$ cat src/core/tsi_regs.svh
/*
 Register offsets, field positions, reset values and timing counts of the
 transmit system interface mux. Assumes inclusion by bare name.
*/
`ifndef TSI_REGS_SVH
`define TSI_REGS_SVH

// Byte offsets on the register bus
`define TSI_CFG_BASE 8'h00
`define TSI_STATUS_OFF 8'h40
`define TSI_CLEAR_OFF 8'h44
`define TSI_ENABLE_OFF 8'h48
`define TSI_LINE_OFF 8'h4c

// Per-channel configuration fields
`define TSI_FMT_LSB 0
`define TSI_FMT_MSB 1
`define TSI_INV_BIT 3
`define TSI_EDGE_BIT 4
`define TSI_SEL_LSB 5
`define TSI_SEL_MSB 7
`define TSI_FMT_CODE_DNRZ 2'h1
`define TSI_FMT_CODE_DRZ 2'h2

// Reset values
`define TSI_CFG_RST 8'h00
`define TSI_ENABLE_RST 16'h0000

// Bus responses
`define TSI_RESP_OKAY 2'h0
`define TSI_RESP_SLVERR 2'h2

// Timing: system clock and transmit clocks in kHz, then counts in system clocks
`define TSI_CLK_KHZ 25000
`define TSI_LINK_E1_KHZ 2048
`define TSI_LINK_T1_KHZ 1544
`define TSI_E1_HALF_CYC (`TSI_CLK_KHZ / (2 * `TSI_LINK_E1_KHZ))
`define TSI_SYNC_CYC 3

`endif

$ cat src/core/tsi_pkg.sv
/*
 Types of the transmit system interface mux.
 Assumes nothing of its surroundings.
*/
package tsi_pkg;
   typedef enum logic [1:0] {
      TSI_FMT_SNRZ,
      TSI_FMT_DNRZ,
      TSI_FMT_DRZ
   } tsi_fmt_t;
endpackage

$ cat src/core/tsi_chan.sv
/*
 One channel of the transmit system interface: pin synchronisers, active edge
 detection of the transmit clock, rail capture and the indication output.
 Assumes configuration and condition inputs on clk, pins asynchronous.
*/
`timescale 1ns/10ps
`include "tsi_regs.svh"
module tsi_chan
(
   input wire logic clk,
   input wire logic rst_n,
   input wire tsi_pkg::tsi_fmt_t fmt,
   input wire logic [7:0] cfg,
   input wire logic [7:0] cond,
   input wire logic pin_pos,
   input wire logic pin_neg,
   input wire logic pin_clk,
   output logic mf_o,
   output logic mf_oe,
   output logic pos_o,
   output logic neg_o,
   output logic evt_o
);
   import tsi_pkg::*;

   logic [2:0] sp_q, sp_d, sn_q, sn_d, sc_q, sc_d;
   logic [2:0] lvl_q, lvl_d;
   logic clk_prev_q, clk_prev_d;
   logic pos_q, pos_d, neg_q, neg_d, mf_q, mf_d, oe_q, oe_d, evt_q, evt_d;
   logic pa, pb, pc, inv, act_edge, sel_cond;

   // Level counts only once the second and third stages agree
   always_comb begin
      sp_d = {sp_q[1:0], pin_pos};
      sn_d = {sn_q[1:0], pin_neg};
      sc_d = {sc_q[1:0], pin_clk};
      lvl_d = lvl_q;
      if (sp_q[1] == sp_q[2]) lvl_d[0] = sp_q[2];
      if (sn_q[1] == sn_q[2]) lvl_d[1] = sn_q[2];
      if (sc_q[1] == sc_q[2]) lvl_d[2] = sc_q[2];
      clk_prev_d = lvl_q[2];
   end

   always_ff @(posedge clk or negedge rst_n) begin
      if (!rst_n) begin
         sp_q <= 3'h0;
         sn_q <= 3'h0;
         sc_q <= 3'h0;
         lvl_q <= 3'h0;
         clk_prev_q <= 1'b0;
      end else begin
         sp_q <= sp_d;
         sn_q <= sn_d;
         sc_q <= sc_d;
         lvl_q <= lvl_d;
         clk_prev_q <= clk_prev_d;
      end
   end

   assign inv = cfg[`TSI_INV_BIT];
   assign pa = lvl_q[0] ^ inv;
   assign pb = lvl_q[1] ^ inv;
   assign pc = lvl_q[2] ^ inv;
   assign act_edge = cfg[`TSI_EDGE_BIT] ? (clk_prev_q & ~lvl_q[2]) : (~clk_prev_q & lvl_q[2]);
   assign sel_cond = cond[cfg[`TSI_SEL_MSB:`TSI_SEL_LSB]];

   always_comb begin
      pos_d = pos_q;
      neg_d = neg_q;
      mf_d = mf_q;
      oe_d = (fmt != TSI_FMT_DNRZ);
      case (fmt)
         TSI_FMT_SNRZ: begin
            if (act_edge) begin
               pos_d = pa;
               neg_d = 1'b0;
               mf_d = sel_cond;
            end
         end
         TSI_FMT_DNRZ: begin
            mf_d = 1'b0;
            if (act_edge) begin
               pos_d = pa & ~pb;
               neg_d = pb & ~pa;
            end
         end
         TSI_FMT_DRZ: begin
            pos_d = pa & ~pc;
            neg_d = pc & ~pa;
            mf_d = sel_cond;
         end
         default: begin
            pos_d = 1'b0;
            neg_d = 1'b0;
            mf_d = 1'b0;
         end
      endcase
      evt_d = mf_d & ~mf_q & oe_d;
   end

   always_ff @(posedge clk or negedge rst_n) begin
      if (!rst_n) begin
         pos_q <= 1'b0;
         neg_q <= 1'b0;
         mf_q <= 1'b0;
         oe_q <= 1'b0;
         evt_q <= 1'b0;
      end else begin
         pos_q <= pos_d;
         neg_q <= neg_d;
         mf_q <= mf_d;
         oe_q <= oe_d;
         evt_q <= evt_d;
      end
   end

   assign mf_o = mf_q;
   assign mf_oe = oe_q;
   assign pos_o = pos_q;
   assign neg_o = neg_q;
   assign evt_o = evt_q;

   dnrz_neg_a:
   assert property (@(posedge clk) disable iff (!rst_n)
      (fmt == TSI_FMT_DNRZ && act_edge && pb && !pa) |=> neg_q && !pos_q) else $error("Negative rail not taken");
   pin_role_a:
   assert property (@(posedge clk) disable iff (!rst_n)
      (fmt != TSI_FMT_DNRZ) |=> oe_q) else $error("Indication pin not driven");
   ind_select_a:
   assert property (@(posedge clk) disable iff (!rst_n)
      (fmt == TSI_FMT_SNRZ && act_edge) |=> mf_q == $past(sel_cond)) else $error("Wrong indication source");
   dnrz_hold_a:
   assert property (@(posedge clk) disable iff (!rst_n)
      (fmt == TSI_FMT_DNRZ && !act_edge) |=> $stable(pos_q) && $stable(neg_q)) else $error("Rails moved off edge");
   snrz_hold_a:
   assert property (@(posedge clk) disable iff (!rst_n)
      (fmt == TSI_FMT_SNRZ && !act_edge) |=> $stable(mf_q) && $stable(pos_q)) else $error("Changed off edge");
   wrong_edge_a:
   assert property (@(posedge clk) disable iff (!rst_n)
      (fmt == TSI_FMT_SNRZ && !cfg[`TSI_EDGE_BIT] && clk_prev_q && !lvl_q[2]) |=> $stable(pos_q))
      else $error("Captured on wrong edge");
   rz_neg_a:
   assert property (@(posedge clk) disable iff (!rst_n)
      (fmt == TSI_FMT_DRZ && pc && !pa) |=> neg_q && !pos_q) else $error("RZ negative rail lost");
   snrz_data_a:
   assert property (@(posedge clk) disable iff (!rst_n)
      (fmt == TSI_FMT_SNRZ && act_edge) |=> pos_q == $past(pa) && !neg_q) else $error("Single rail data wrong");
   rz_invert_a:
   assert property (@(posedge clk) disable iff (!rst_n)
      (fmt == TSI_FMT_DRZ && inv && !lvl_q[0] && lvl_q[2]) |=> pos_q) else $error("Invert not applied");
   rz_space_a:
   assert property (@(posedge clk) disable iff (!rst_n)
      (fmt == TSI_FMT_DRZ && pa == pc) |=> !pos_q && !neg_q) else $error("Space not produced");
endmodule

$ cat src/core/tsi_top.sv
/*
 Nine-channel transmit system interface mux with an AXI4-Lite register slave,
 sticky interrupt status and one level interrupt.
 Assumes AXI4-Lite masters on CLK; line pins come from other clock domains.
*/
// The implementer's own choices: the register offsets and the AXI4-Lite slave port.
`timescale 1ns/10ps
`include "tsi_regs.svh"
module tsi_top #(
   parameter int NUM_CH = 9
) (
   input wire logic CLK,
   input wire logic RESETN,
   input wire logic [7:0] AWADDR,
   input wire logic [2:0] AWPROT,
   input wire logic AWVALID,
   output logic AWREADY,
   input wire logic [31:0] WDATA,
   input wire logic [3:0] WSTRB,
   input wire logic WVALID,
   output logic WREADY,
   output logic [1:0] BRESP,
   output logic BVALID,
   input wire logic BREADY,
   input wire logic [7:0] ARADDR,
   input wire logic [2:0] ARPROT,
   input wire logic ARVALID,
   output logic ARREADY,
   output logic [31:0] RDATA,
   output logic [1:0] RRESP,
   output logic RVALID,
   input wire logic RREADY,
   output logic IRQ,
   input wire logic [NUM_CH-1:0] TX_POS_RAIL_IN,
   input wire logic [NUM_CH-1:0] TX_NEG_RAIL_IN,
   input wire logic [NUM_CH-1:0] TX_LINE_CLK_IN,
   output logic [NUM_CH-1:0] TX_MULTIFUNC_OUT,
   output logic [NUM_CH-1:0] TX_MULTIFUNC_OE,
   output logic [NUM_CH-1:0] LINE_TIP_POS,
   output logic [NUM_CH-1:0] LINE_TIP_NEG,
   input wire logic [NUM_CH-1:0] ARBITRARY_PATTERN,
   input wire logic [NUM_CH-1:0] SYS_ALARM_INDICATION,
   input wire logic [NUM_CH-1:0] TX_OVERCURRENT,
   input wire logic [NUM_CH-1:0] TX_LOSS_OF_SIGNAL,
   input wire logic [NUM_CH-1:0] SYS_EXCESS_ZEROS,
   input wire logic [NUM_CH-1:0] SYS_BIPOLAR_VIOLATION,
   input wire logic [NUM_CH-1:0] SYS_LOSS_OF_SIGNAL
);
   import tsi_pkg::*;

   // Configuration space holds sixteen words and the bitmaps sixteen bits
   if (NUM_CH < 1 || NUM_CH > 16) begin : g_bad_ch
      $error("NUM_CH must be 1..16");
   end
   // Sampling needs several system clocks per transmit clock half period
   if (`TSI_E1_HALF_CYC < `TSI_SYNC_CYC) begin : g_bad_clk
      $error("System clock too slow for the transmit clock");
   end

   logic [1:0] rst_sync_q;
   logic rst_n;

   // Async assert, two-flop release
   always_ff @(posedge CLK or negedge RESETN) begin
      if (!RESETN) begin
         rst_sync_q <= 2'h0;
      end else begin
         rst_sync_q <= {rst_sync_q[0], 1'b1};
      end
   end
   assign rst_n = rst_sync_q[1];

   function automatic logic [31:0] byte_mask(input logic [3:0] strb);
      byte_mask = {{8{strb[3]}}, {8{strb[2]}}, {8{strb[1]}}, {8{strb[0]}}};
   endfunction

   // Write channel state
   logic aw_full_q, aw_full_d, w_full_q, w_full_d;
   logic [7:0] awaddr_q, awaddr_d;
   logic [31:0] wdata_q, wdata_d;
   logic [3:0] wstrb_q, wstrb_d;
   logic awready_q, awready_d, wready_q, wready_d, bvalid_q, bvalid_d;
   logic [1:0] bresp_q, bresp_d;
   logic wr_en, wr_hit;
   logic [5:0] wr_idx;

   assign wr_idx = awaddr_q[7:2];
   assign wr_hit = (wr_idx < 6'(NUM_CH)) || awaddr_q == `TSI_STATUS_OFF || awaddr_q == `TSI_CLEAR_OFF
      || awaddr_q == `TSI_ENABLE_OFF || awaddr_q == `TSI_LINE_OFF;

   always_comb begin
      aw_full_d = aw_full_q;
      awaddr_d = awaddr_q;
      w_full_d = w_full_q;
      wdata_d = wdata_q;
      wstrb_d = wstrb_q;
      bvalid_d = bvalid_q;
      bresp_d = bresp_q;
      wr_en = 1'b0;
      if (AWVALID && awready_q) begin
         aw_full_d = 1'b1;
         awaddr_d = AWADDR;
      end
      if (WVALID && wready_q) begin
         w_full_d = 1'b1;
         wdata_d = WDATA;
         wstrb_d = WSTRB;
      end
      if (bvalid_q && BREADY) begin
         bvalid_d = 1'b0;
      end
      // Address and data may arrive in either order
      if (aw_full_q && w_full_q && !bvalid_q) begin
         wr_en = 1'b1;
         aw_full_d = 1'b0;
         w_full_d = 1'b0;
         bvalid_d = 1'b1;
         bresp_d = wr_hit ? `TSI_RESP_OKAY : `TSI_RESP_SLVERR;
      end
      awready_d = !aw_full_d && !bvalid_d;
      wready_d = !w_full_d && !bvalid_d;
   end

   always_ff @(posedge CLK or negedge rst_n) begin
      if (!rst_n) begin
         aw_full_q <= 1'b0;
         awaddr_q <= 8'h00;
         w_full_q <= 1'b0;
         wdata_q <= 32'h0000_0000;
         wstrb_q <= 4'h0;
         bvalid_q <= 1'b0;
         bresp_q <= `TSI_RESP_OKAY;
         awready_q <= 1'b0;
         wready_q <= 1'b0;
      end else begin
         aw_full_q <= aw_full_d;
         awaddr_q <= awaddr_d;
         w_full_q <= w_full_d;
         wdata_q <= wdata_d;
         wstrb_q <= wstrb_d;
         bvalid_q <= bvalid_d;
         bresp_q <= bresp_d;
         awready_q <= awready_d;
         wready_q <= wready_d;
      end
   end

   assign AWREADY = awready_q;
   assign WREADY = wready_q;
   assign BVALID = bvalid_q;
   assign BRESP = bresp_q;

   // Register file and interrupt state
   logic [7:0] cfg_q [NUM_CH];
   logic [7:0] cfg_d [NUM_CH];
   logic [NUM_CH-1:0] status_q, status_d, enable_q, enable_d, clr_mask, evt;
   logic irq_q, irq_d;
   logic [31:0] wmask, wval;
   // Reset value is sixteen bits wide; the channels take their share of it
   localparam logic [15:0] enable_rst = `TSI_ENABLE_RST;

   assign wmask = byte_mask(wstrb_q);
   assign wval = wdata_q & wmask;

   always_comb begin
      cfg_d = cfg_q;
      enable_d = enable_q;
      clr_mask = '0;
      if (wr_en) begin
         if (wr_idx < 6'(NUM_CH)) begin
            cfg_d[wr_idx[3:0]] = (cfg_q[wr_idx[3:0]] & ~wmask[7:0]) | wval[7:0];
         end
         if (awaddr_q == `TSI_ENABLE_OFF) begin
            enable_d = (enable_q & ~wmask[NUM_CH-1:0]) | wval[NUM_CH-1:0];
         end
         if (awaddr_q == `TSI_CLEAR_OFF) begin
            clr_mask = wval[NUM_CH-1:0];
         end
      end
      // Set wins over a clear in the same cycle
      status_d = (status_q & ~clr_mask) | evt;
      irq_d = |(status_d & enable_d);
   end

   always_ff @(posedge CLK or negedge rst_n) begin
      if (!rst_n) begin
         for (int i = 0; i < NUM_CH; i++) begin
            cfg_q[i] <= `TSI_CFG_RST;
         end
         enable_q <= enable_rst[NUM_CH-1:0];
         status_q <= '0;
         irq_q <= 1'b0;
      end else begin
         cfg_q <= cfg_d;
         enable_q <= enable_d;
         status_q <= status_d;
         irq_q <= irq_d;
      end
   end

   assign IRQ = irq_q;

   // Read channel
   logic arready_q, arready_d, rvalid_q, rvalid_d;
   logic [31:0] rdata_q, rdata_d;
   logic [1:0] rresp_q, rresp_d;
   logic [5:0] rd_idx;

   assign rd_idx = ARADDR[7:2];

   always_comb begin
      arready_d = arready_q;
      rvalid_d = rvalid_q;
      rdata_d = rdata_q;
      rresp_d = rresp_q;
      if (rvalid_q && RREADY) begin
         rvalid_d = 1'b0;
         arready_d = 1'b1;
      end
      if (ARVALID && arready_q) begin
         arready_d = 1'b0;
         rvalid_d = 1'b1;
         rresp_d = `TSI_RESP_OKAY;
         rdata_d = 32'h0000_0000;
         if (rd_idx < 6'(NUM_CH)) begin
            rdata_d[7:0] = cfg_q[rd_idx[3:0]];
         end else if (ARADDR == `TSI_STATUS_OFF) begin
            rdata_d[NUM_CH-1:0] = status_q;
         end else if (ARADDR == `TSI_ENABLE_OFF) begin
            rdata_d[NUM_CH-1:0] = enable_q;
         end else if (ARADDR == `TSI_LINE_OFF) begin
            rdata_d[NUM_CH-1:0] = TX_MULTIFUNC_OUT;
            rdata_d[NUM_CH+15:16] = TX_MULTIFUNC_OE;
         end else if (ARADDR != `TSI_CLEAR_OFF) begin
            rresp_d = `TSI_RESP_SLVERR;
         end
      end
   end

   always_ff @(posedge CLK or negedge rst_n) begin
      if (!rst_n) begin
         arready_q <= 1'b1;
         rvalid_q <= 1'b0;
         rdata_q <= 32'h0000_0000;
         rresp_q <= `TSI_RESP_OKAY;
      end else begin
         arready_q <= arready_d;
         rvalid_q <= rvalid_d;
         rdata_q <= rdata_d;
         rresp_q <= rresp_d;
      end
   end

   assign ARREADY = arready_q;
   assign RVALID = rvalid_q;
   assign RDATA = rdata_q;
   assign RRESP = rresp_q;

   for (genvar c = 0; c < NUM_CH; c++) begin : g_ch
      tsi_fmt_t fmt;
      logic [7:0] cond;
      assign fmt = (cfg_q[c][`TSI_FMT_MSB:`TSI_FMT_LSB] == `TSI_FMT_CODE_DNRZ) ? TSI_FMT_DNRZ :
         (cfg_q[c][`TSI_FMT_MSB:`TSI_FMT_LSB] == `TSI_FMT_CODE_DRZ) ? TSI_FMT_DRZ : TSI_FMT_SNRZ;
      assign cond = {SYS_LOSS_OF_SIGNAL[c], SYS_EXCESS_ZEROS[c] | SYS_BIPOLAR_VIOLATION[c],
         SYS_BIPOLAR_VIOLATION[c], SYS_EXCESS_ZEROS[c], TX_LOSS_OF_SIGNAL[c], TX_OVERCURRENT[c],
         SYS_ALARM_INDICATION[c], ARBITRARY_PATTERN[c]};
      tsi_chan u_chan (
         .clk(CLK),
         .rst_n(rst_n),
         .fmt(fmt),
         .cfg(cfg_q[c]),
         .cond(cond),
         .pin_pos(TX_POS_RAIL_IN[c]),
         .pin_neg(TX_NEG_RAIL_IN[c]),
         .pin_clk(TX_LINE_CLK_IN[c]),
         .mf_o(TX_MULTIFUNC_OUT[c]),
         .mf_oe(TX_MULTIFUNC_OE[c]),
         .pos_o(LINE_TIP_POS[c]),
         .neg_o(LINE_TIP_NEG[c]),
         .evt_o(evt[c])
      );
   end

   status_sticky_a:
   assert property (@(posedge CLK) disable iff (!rst_n)
      (|(evt & ~status_q)) |=> (status_q & $past(evt)) == $past(evt)) else $error("Event lost in status");
   irq_level_a:
   assert property (@(posedge CLK) disable iff (!rst_n)
      ##1 IRQ == |(status_q & enable_q)) else $error("Interrupt level mismatch");
   read_latency_a:
   assert property (@(posedge CLK) disable iff (!rst_n)
      (ARVALID && ARREADY) |=> RVALID && !ARREADY) else $error("Read answer late");
   write_resp_a:
   assert property (@(posedge CLK) disable iff (!rst_n)
      (aw_full_q && w_full_q && !bvalid_q) |=> BVALID ##0 (BRESP == `TSI_RESP_OKAY) == $past(wr_hit))
      else $error("Write response wrong");
   aw_taken_a:
   assert property (@(posedge CLK) disable iff (!rst_n)
      (AWVALID && AWREADY) |=> !AWREADY) else $error("Write address taken twice");
   w_taken_a:
   assert property (@(posedge CLK) disable iff (!rst_n)
      (WVALID && WREADY) |=> !WREADY) else $error("Write data taken twice");
   bresp_hold_a:
   assert property (@(posedge CLK) disable iff (!rst_n)
      (BVALID && !BREADY) |=> BVALID && $stable(BRESP)) else $error("Write response dropped");
   rdata_hold_a:
   assert property (@(posedge CLK) disable iff (!rst_n)
      (RVALID && !RREADY) |=> RVALID && $stable(RDATA) && $stable(RRESP)) else $error("Read answer dropped");
   write_busy_a:
   assert property (@(posedge CLK) disable iff (!rst_n)
      BVALID |-> !AWREADY && !WREADY) else $error("Write accepted while response pending");
   read_busy_a:
   assert property (@(posedge CLK) disable iff (!rst_n)
      RVALID |-> !ARREADY) else $error("Read accepted while answer pending");
   enable_write_a:
   assert property (@(posedge CLK) disable iff (!rst_n)
      (wr_en && awaddr_q == `TSI_ENABLE_OFF && &wstrb_q[1:0]) |=> enable_q == $past(wdata_q[NUM_CH-1:0]))
      else $error("Enable write lost");
   clear_bit_a:
   assert property (@(posedge CLK) disable iff (!rst_n)
      (wr_en && awaddr_q == `TSI_CLEAR_OFF && wstrb_q[0] && wdata_q[0] && !evt[0]) |=> !status_q[0])
      else $error("Status clear ignored");
   status_keep_a:
   assert property (@(posedge CLK) disable iff (!rst_n)
      !(wr_en && awaddr_q == `TSI_CLEAR_OFF) |=> (status_q & $past(status_q)) == $past(status_q))
      else $error("Status bit fell without clear");

   rz_mode_c: cover property (@(posedge CLK) disable iff (!rst_n) g_ch[0].fmt == TSI_FMT_DRZ && LINE_TIP_NEG[0]);
   dnrz_mode_c: cover property (@(posedge CLK) disable iff (!rst_n) g_ch[0].fmt == TSI_FMT_DNRZ && LINE_TIP_POS[0]);
   irq_raise_c: cover property (@(posedge CLK) disable iff (!rst_n) $rose(IRQ));
   set_clear_c: cover property (@(posedge CLK) disable iff (!rst_n) |(evt & clr_mask));
   slverr_resp_c: cover property (@(posedge CLK) disable iff (!rst_n) BVALID && BREADY && BRESP == `TSI_RESP_SLVERR);
endmodule

$ cat config.mk
export PLATFORM = sky130hd
export DESIGN_NAME = tsi_top
export DESIGN_NICKNAME = d
export VERILOG_FILES = /design/src/core/tsi_pkg.sv /design/src/core/tsi_chan.sv /design/src/core/tsi_top.sv
export VERILOG_INCLUDE_DIRS = /design/src /design/src/core
export SDC_FILE = /design/constraint.sdc
export NUM_CORES = 1
export LEC_CHECK = 0
export BUFFER_PORTS_ARGS = -buffer_cell sky130_fd_sc_hd__buf_4
export CAP_MARGIN = 10
export CELL_PAD_IN_SITES_DETAIL_PLACEMENT = 0
export CELL_PAD_IN_SITES_GLOBAL_PLACEMENT = 2
export CORE_UTILIZATION = 34
export DETAILED_ROUTE_END_ITERATION = 7
export PLACE_DENSITY_LB_ADDON = 0.1
export SYNTH_ARGS = -nofsm -noshare
export SYNTH_HDL_FRONTEND = slang
export SYNTH_SLANG_ARGS = --single-unit
$ cat constraint.sdc
create_clock -name CLK -period 9.6 [get_ports CLK]
set_input_delay 1.92 -clock CLK [delete_from_list [all_inputs] [get_ports CLK]]
set_output_delay 1.92 -clock CLK [all_outputs]
set_load 0.01 [all_outputs]
==> impl_results.md, run 1 <==
* Synth area leader: dfrtp_1
* Sequential share of the synthesized area at 0.5612
* Port Buffer Count at 185
* Initial Utilization at 0.3457
* Synth area leaders: dfrtp_1 (56%), mux4_2 (6.9%), o21ai_0 (4.2%)
* Count leader, synth: dfrtp_1
* Worst hold slack at 0.3233 ns
* Largest net degree at the start of global routing at approximately 150
* Tmin final at 3.790 ns
* Initial antenna violation count at 1
* Worst R2R Setup Slack at 6.88 ns
* Maximum vdd drop at around 120 µV
* P_leak at 7.040 nW
* Top-Level Pins at 233
* Pre-CTS WS at 5.116 ns
* Worst Setup Start Kind: input pin
* Pwr dens at 296.0 mW/mm²
* First-pass GRT wire length at 55260 µm
* Final hold viol count at 0
* CTS sink count at around 300
* DRC violations left at 0
* TritonCTS clock tree: built
* Final wirelength at 35560 µm
* Final setup viols at 0
* Critical-path cell list: buf_4 -> or4b_4 -> nor4_4 -> and3_1 -> a22o_1
* Hold_buf cts at 0
* DRT iter0 DRCs at 439
* Syn_area_per_cell at 11.98 µm²
* # fillers at 3712
* Max-cap check violation count at 0
* Dpl hpwl at roughly 25000 µm
* Post-synthesis instance area at approximately 0.013 mm²
* Storage cell area at 0.007537 mm²
* Wire per inst at 19.49 µm
* Ys async rst share at 1.000
* Via count at 8898
* Post-CTS sizing at 0
* Max-slew violation count at 0
* H-Tree Depth at 2
* Post-synth cell types at 60
* Nets at 1461
* Mapped Cells at 1121
* CP max-delay cell: and3_1
* PnR worst setup slack at 5.810 ns
* Overflow after GRT at 0
* Total track usage at 0.1817
* Worst Reg-to-Reg Cells at 6
* YS warnings at 0
* Post-Route Setup TNS at 0 ns
* Number of buffers created by CTS at 38
* Vias in the first global route at 8854
* Post-synth EDFFs at 0
* Die ar. at between 0.04 and 0.05 mm²
* Die height at between 200 and 250 µm
* Crit path DAT at 4.27 ns
* CP peak stage delay at 0.88 ns
* Share of cells above drive strength 1 at 0.2624
* Biggest fanout along the worst timing path at 10
* Die Span X at 200.7 µm
* Post-DRT Antenna Nets at 0
* Clock-pin slew on the worst setup and hold paths at 0.06 ns
* Critical R2R Launch: awaddr_q[2]
* RSZ-0062 raised after global routing: false
* Outcome: complete, no violations
* PnR Total Power at 0.004796 W
* Worst-margin pin slew at 0.9840 ns
* RR Endpoint: cfg_q[22]
* Yosys top cell area share at 0.5592
* Final critical-path share of the clock period at 0.3948
* Clk_lat worst skew at approximately 0.55 ns
* Post-synth top cells: dfrtp_1 (300), nand2_1 (136), o21ai_0 (113)
* ANT cells at 0
* FF+latch count, synth at 301
* CP endpoint kind: register
* Post-CTS Repair Setup Buffers at 0
* Ys flop type: dfrtp_1
* Vias per cell at between 4 and 5
* Core area at 0.03883 mm²
* Worst Skew at 0.01846 ns
* Multi-input gate area at 0.005240 mm²
* Critical path type: in2reg
* Hold Path Class: reg2async
* CTS Root Cell: clkbuf_16
* Clk buf depth at 3
* Routability cong. at ~0.76
* Maximum operating frequency at 263.8 MHz
* Worst Path Required at 10.08 ns
* Num rows at 72
* Area Growth Syn to Fin at 20.71%
* Slew margin rel. at 0.3396
* TritonRoute pass-1 iters at 5
how the worst max path moves through the flow:
stage,startpoint,end,slack [ns]
final,ARADDR[7],RDATA[22],5.81
after global routing,ARADDR[7],RDATA[20],5.63
after CTS,ARADDR[7],RDATA[17],5.71
after detailed placement,ARADDR[7],RDATA[21],5.12
after global placement,ARADDR[7],RDATA[21],5.12
after floorplan,rst_sync_q[1],AWREADY,0.59
power breakdown:
group | internal (W) | switching, W
clock network | 0.000807 | 0.000546
registers | 0.00158 | 0.000441
logic | 0.000665 | 0.000759
total | 0.00305 | 0.00175
per-stage QoR:
step	area, µm²	std cells	utilization
floorplan	13480	1136	-
global placement	15030	1756	0.3870
detailed placement	15030	1756	0.3870
CTS	16200	1825	0.4173
global route	16200	1825	0.4173
finish	16200	1825	0.4173
worst max-delay path: cells and delay by family:
family          cells  cell delay, ns
buf+inv             1            0.12
simple gates        3            1.98
compound gates      1            0.23
flip-flops by register name, indices dropped and copies added (netlist names), 2 cells and up:
name,count
g_ch.u_chan.clk_prev_q,9
g_ch.u_chan.pos_o,9
wstrb_q,2
RDATA,18
enable_q,9
awaddr_q,8
rst_sync_q,2
g_ch.u_chan.sc_q,27
wdata_q,9
g_ch.u_chan.mf_oe,9
status_q,9
g_ch.u_chan.sn_q,27
cfg_q,72
g_ch.u_chan.neg_o,9
g_ch.u_chan.sp_q,27
g_ch.u_chan.mf_o,9
g_ch.u_chan.lvl_q,27
g_ch.u_chan.evt_o,9
routing by layer:
metal,part of all wire,global-route usage,wire [µm]
met4,0.024,0.06379,845
met2,0.43,0.2586,15410
met1,0.51,0.2775,17980
met5,0,0,0
met3,0.038,0.02922,1336
layout by cell type, fill, tap and decap left out, drive strengths merged, types with 4 or more instances in the layout:
master | Yosys | routed
clkinv | 0 | 7
mux2i | 35 | 35
xnor2 | 9 | 9
nand3 | 12 | 12
o21ai | 129 | 129
dfrtp | 300 | 300
maj3 | 27 | 27
a22o | 11 | 11
a22oi | 14 | 14
conb | 2 | 17
and3 | 7 | 7
nand2b | 14 | 14
nor3 | 13 | 13
a31oi | 11 | 11
a21o | 4 | 4
mux4 | 41 | 41
nor2b | 13 | 13
mux2 | 32 | 32
ha | 28 | 28
o31ai | 8 | 8
buf | 70 | 191
a211oi | 9 | 9
nand3b | 7 | 7
a221oi | 8 | 8
xor2 | 9 | 9
or2 | 6 | 6
nor2 | 51 | 51
nand2 | 136 | 136
clkbuf | 19 | 60
a21oi | 22 | 22
inv | 41 | 42
a21boi | 4 | 4
kinds of logic (layout without fill, tap and decap cells):
family,Yosys count,count (layout),synth area share
simple gates,276,276,0.1012
flops,301,301,0.5612
buf+inv,130,301,0.05266
fa+ha+maj,55,55,0.04623
xor+xnor,18,18,0.01174
mux,108,108,0.1217
compound gates,231,231,0.1047
other cells,2,17,0.0005594
cell type report:
cell class                      instances  share of cell area
Clock buffer                           60             0.06957
Clock inverter                          9            0.003166
Inverter                               41            0.009497
Multi-Input combinational cell        705              0.3234
Sequential cell                       301              0.4651
Tap cell                              518             0.04000
Timing Repair Buffer                  191             0.08926
Note: power is estimated with default switching activity, not from simulation.
==> run 2, diff against run 1 <==
--- a/config.mk
+++ b/config.mk
@@ -10,7 +10,7 @@
 export CAP_MARGIN = 10
 export CELL_PAD_IN_SITES_DETAIL_PLACEMENT = 0
 export CELL_PAD_IN_SITES_GLOBAL_PLACEMENT = 2
-export CORE_UTILIZATION = 34
+export CORE_UTILIZATION = 37
 export DETAILED_ROUTE_END_ITERATION = 7
 export PLACE_DENSITY_LB_ADDON = 0.1
 export SYNTH_ARGS = -nofsm -noshare
==> constraint.sdc (replaced) <==
create_clock -name CLK -period 3.55 [get_ports CLK]
set_input_delay 0.71 -clock CLK [delete_from_list [all_inputs] [get_ports CLK]]
set_output_delay 0.71 -clock CLK [all_outputs]
set_load 0.01 [all_outputs]
==> run 2 against run 1 <==
  * The run now ends with design-rule violations left
  * Worst hold slack worse by 0.030 ns
  * Sequential share of layout area hardly changed
  * Cell count down 3.0%
  * First-iteration DRC count rose by 8.4%
  * Via count shrank 0.91%
  * Global-route usage grew 0.86 points
  * Cell area hardly changed
  * Power grew to 2.7 times the previous value
  * Clock-buffer cell count shrank 14
==> impl_results.md, run 2 (same netlist as run 1, synthesis figures left out) <==
* RR Endpoint: cfg_q[36] (was cfg_q[22])
* Worst R2R Setup Slack at 1.0 ns (was 6.88 ns)
* Hold Path Class: in2reg (was reg2async)
* Die height at 192.5 µm (was 200.7 µm)
* Clock-pin slew on the worst setup and hold paths at 0.06 ns (about the same)
* Port Buffer Count at 185 (unchanged)
* Final critical-path share of the clock period at 0.7185
* Total track usage at 0.1903 (was 0.1817)
* Die Span X at 192.5 µm (was 200.7 µm)
* RSZ-0062 raised after global routing: false (unchanged)
* Overflow after GRT at 0 (unchanged)
* TritonCTS clock tree: built (unchanged)
* Worst-margin pin slew at 0.9270 ns (was 0.9840 ns)
* Initial antenna violation count at 0 (was 1)
* Post-CTS Repair Setup Buffers at 0 (unchanged)
* Commonest non-fill, non-tap cell in the layout: dfrtp_1 (unchanged)
* Wire per inst at 19.35 µm (was 19.49 µm)
* Final hold viol count at 0 (unchanged)
* Outcome: complete, but fails checks (was complete, no violations)
* Top-Level Pins at 233 (unchanged)
* Critical R2R Launch: awaddr_q[2] (unchanged)
* Max-cap check violation count at 0 (unchanged)
* Share of cells above drive strength 1 at 0.2702 (was 0.2624)
* Num rows at 69 (was 72)
* Die ar. at 0.03705 mm² (was 0.04028 mm²)
* Final wirelength at 34270 µm (was 35560 µm)
* Worst Reg-to-Reg Cells at 6 (unchanged)
* Failing checks: design-rule violations
* Number of buffers created by CTS at 35 (was 38)
* Top delay family on crit path: compound AO/OA/AOI/OAI gates (was simple AND/OR/NAND/NOR gates)
* Vias per cell at 4.979 (was 4.876)
* Commonest cells after routing, fill and taps aside: dfrtp_1 (299), buf_4 (194), nand2_1 (136), o21ai_0 (113), nor2_1 (51) (was dfrtp_1 (299), buf_4 (190), nand2_1 (136), o21ai_0 (113), nor2_1 (51))
* Clk buf depth at 3 (unchanged)
* First-pass GRT wire length at 52550 µm (was 55260 µm)
* Worst hold slack at 0.2934 ns (was 0.3233 ns)
* Worst Skew at 0.01733 ns (was 0.01846 ns)
* H-Tree Depth at 2 (unchanged)
* DRT iter0 DRCs at 476 (was 439)
* Vias in the first global route at 8619 (was 8854)
* ANT cells at 0 (unchanged)
* Slew margin rel. at 0.3779 (was 0.3396)
* Post-DRT Antenna Nets at 0 (unchanged)
* Max-slew violation count at 0 (unchanged)
* CP startpoint: awaddr_q[2] (was ARADDR[7])
* Biggest fanout along the worst timing path at 10 (unchanged)
* Cell seen most often among critical-path stages: o21ai_0
* CP Depth at 6 (was 5)
* Critical path type: reg2reg (was in2reg)
* Nets at 1466 (was 1461)
* CTS sink count at 301 (unchanged)
* P_leak at 7.098 nW (was 7.040 nW)
* Dpl hpwl at 24870 µm (was 25370 µm)
* DRC violations left at 25 (was 0)
* Area Growth Syn to Fin at 20.80% (was 20.71%)
* Pwr dens at 798.4 mW/mm² (was 296.0 mW/mm²)
* Worst Path Required at 3.91 ns (was 10.08 ns)
* Final setup viols at 0 (unchanged)
* Routability cong. at 0.8728 (was 0.7626)
* Clk_lat worst skew at 0.52 ns (was 0.55 ns)
* Tmin final at 2.551 ns
* Maximum operating frequency at slightly below 400 MHz
* CP peak stage delay at 0.65 ns (was 0.88 ns)
* CP max-delay cell: dfrtp_1 (was and3_1)
* Largest reg by FF count: cfg_q (unchanged)
* End of the critical path: cfg_q[36] (was RDATA[22])
* Max FFs per register at 72 (unchanged)
* Core area at 0.03566 mm² (was 0.03883 mm²)
* Post-Route Setup TNS at 0 ns (unchanged)
* PnR Total Power at 0.01295 W (was 0.004796 W)
* Buf+Inv Stages, Crit Path at 1 (unchanged)
* Largest net degree at the start of global routing at 64 (was 151)
* TritonRoute pass-1 iters at 8 (was 5)
* Post-CTS sizing at 0 (unchanged)
* Critical-path cell list: buf_4 -> mux4_2 -> a22oi_1 -> o21ai_0 -> o21ai_2 -> o21ai_0 (was buf_4 -> or4b_4 -> nor4_4 -> and3_1 -> a22o_1)
* Maximum vdd drop at 302.0 µV (was 119.1 µV)
* Via count at 8817 (was 8898)
* Worst Setup Start Kind: register (was input pin)
* CTS Root Cell: clkbuf_16 (unchanged)
* Hold_buf cts at 1 (was 0)
* Crit path DAT at 2.91 ns (was 4.27 ns)
* CP endpoint kind: register (unchanged)
* Initial Utilization at 0.3765 (was 0.3457)
run 2: cell count changes in the layout (fill, tap and decap cells not counted), moves of 2 or more:
cell,previous run,this run
bufinv_16,0,4
clkbuf_1,16,7
buf_12,1,4
buf_4,190,194
clkbuf_16,41,35
inv_6,1,3
clkinv_2,7,10
run 2: worst min path at each step:
stage                                 startpoint                endpoint  cells after the start  slack [ns]
after global placement    g_ch[6].u_chan.sn_q[0]  g_ch[6].u_chan.sn_q[1]                      0        0.33
after detailed placement  g_ch[4].u_chan.sn_q[0]  g_ch[4].u_chan.sn_q[1]                      0        0.33
after CTS                      TX_NEG_RAIL_IN[0]  g_ch[0].u_chan.sn_q[0]                      1        0.27
after global routing           TX_LINE_CLK_IN[0]  g_ch[0].u_chan.sc_q[0]                      1        0.27
after floorplan           g_ch[0].u_chan.sc_q[0]  g_ch[0].u_chan.sc_q[1]                      0        0.33
final                          TX_NEG_RAIL_IN[0]  g_ch[0].u_chan.sn_q[0]                      1        0.29
run 2: cell type report:
class	instances	area, µm²
repair buffers	199	1546
clock inverters	18	205.2
fillers	3358	19440
flip-flops and latches	301	7537
well taps	461	576.8
multi-input cells	705	5240
inverters	41	153.9
clock buffers	46	957.2
run 2: worst reg2reg max path: stages (launching register included):
cell	delay (ns)
dfrtp_1	0.65
buf_4	0.32
mux4_2	0.55
a22oi_1	0.24
o21ai_0	0.15
o21ai_2	0.28
o21ai_0	0.21
run 2: power by group:
part           switching [W]  total (W)  internal, W
clock network        0.00142    0.00363      0.00220
registers            0.00122    0.00549      0.00427
logic                0.00202    0.00383      0.00182
run 2: through the flow:
step / utilization / setup slack, ns / cells / cell area (µm²)
3_5_place_dp: 0.4219 / 0.9308 / 1706 / 15040
5_1_grt: 0.4548 / 0.8282 / 1771 / 16220
4_1_cts: 0.4548 / 0.9316 / 1771 / 16220
6_report: 0.4548 / 0.9992 / 1771 / 16220
2_1_floorplan: - / 0.5555 / 1136 / 13480
3_3_place_gp: 0.4219 / 0.9401 / 1706 / 15040
run 2: layer usage:
layer,share of wire,GRT usage,vias up
met2,0.44,0.2778,213
met1,0.49,0.2857,4328
li1,-,-,4234
met3,0.049,0.03273,42
met5,0,0,-
met4,0.024,0.05966,0
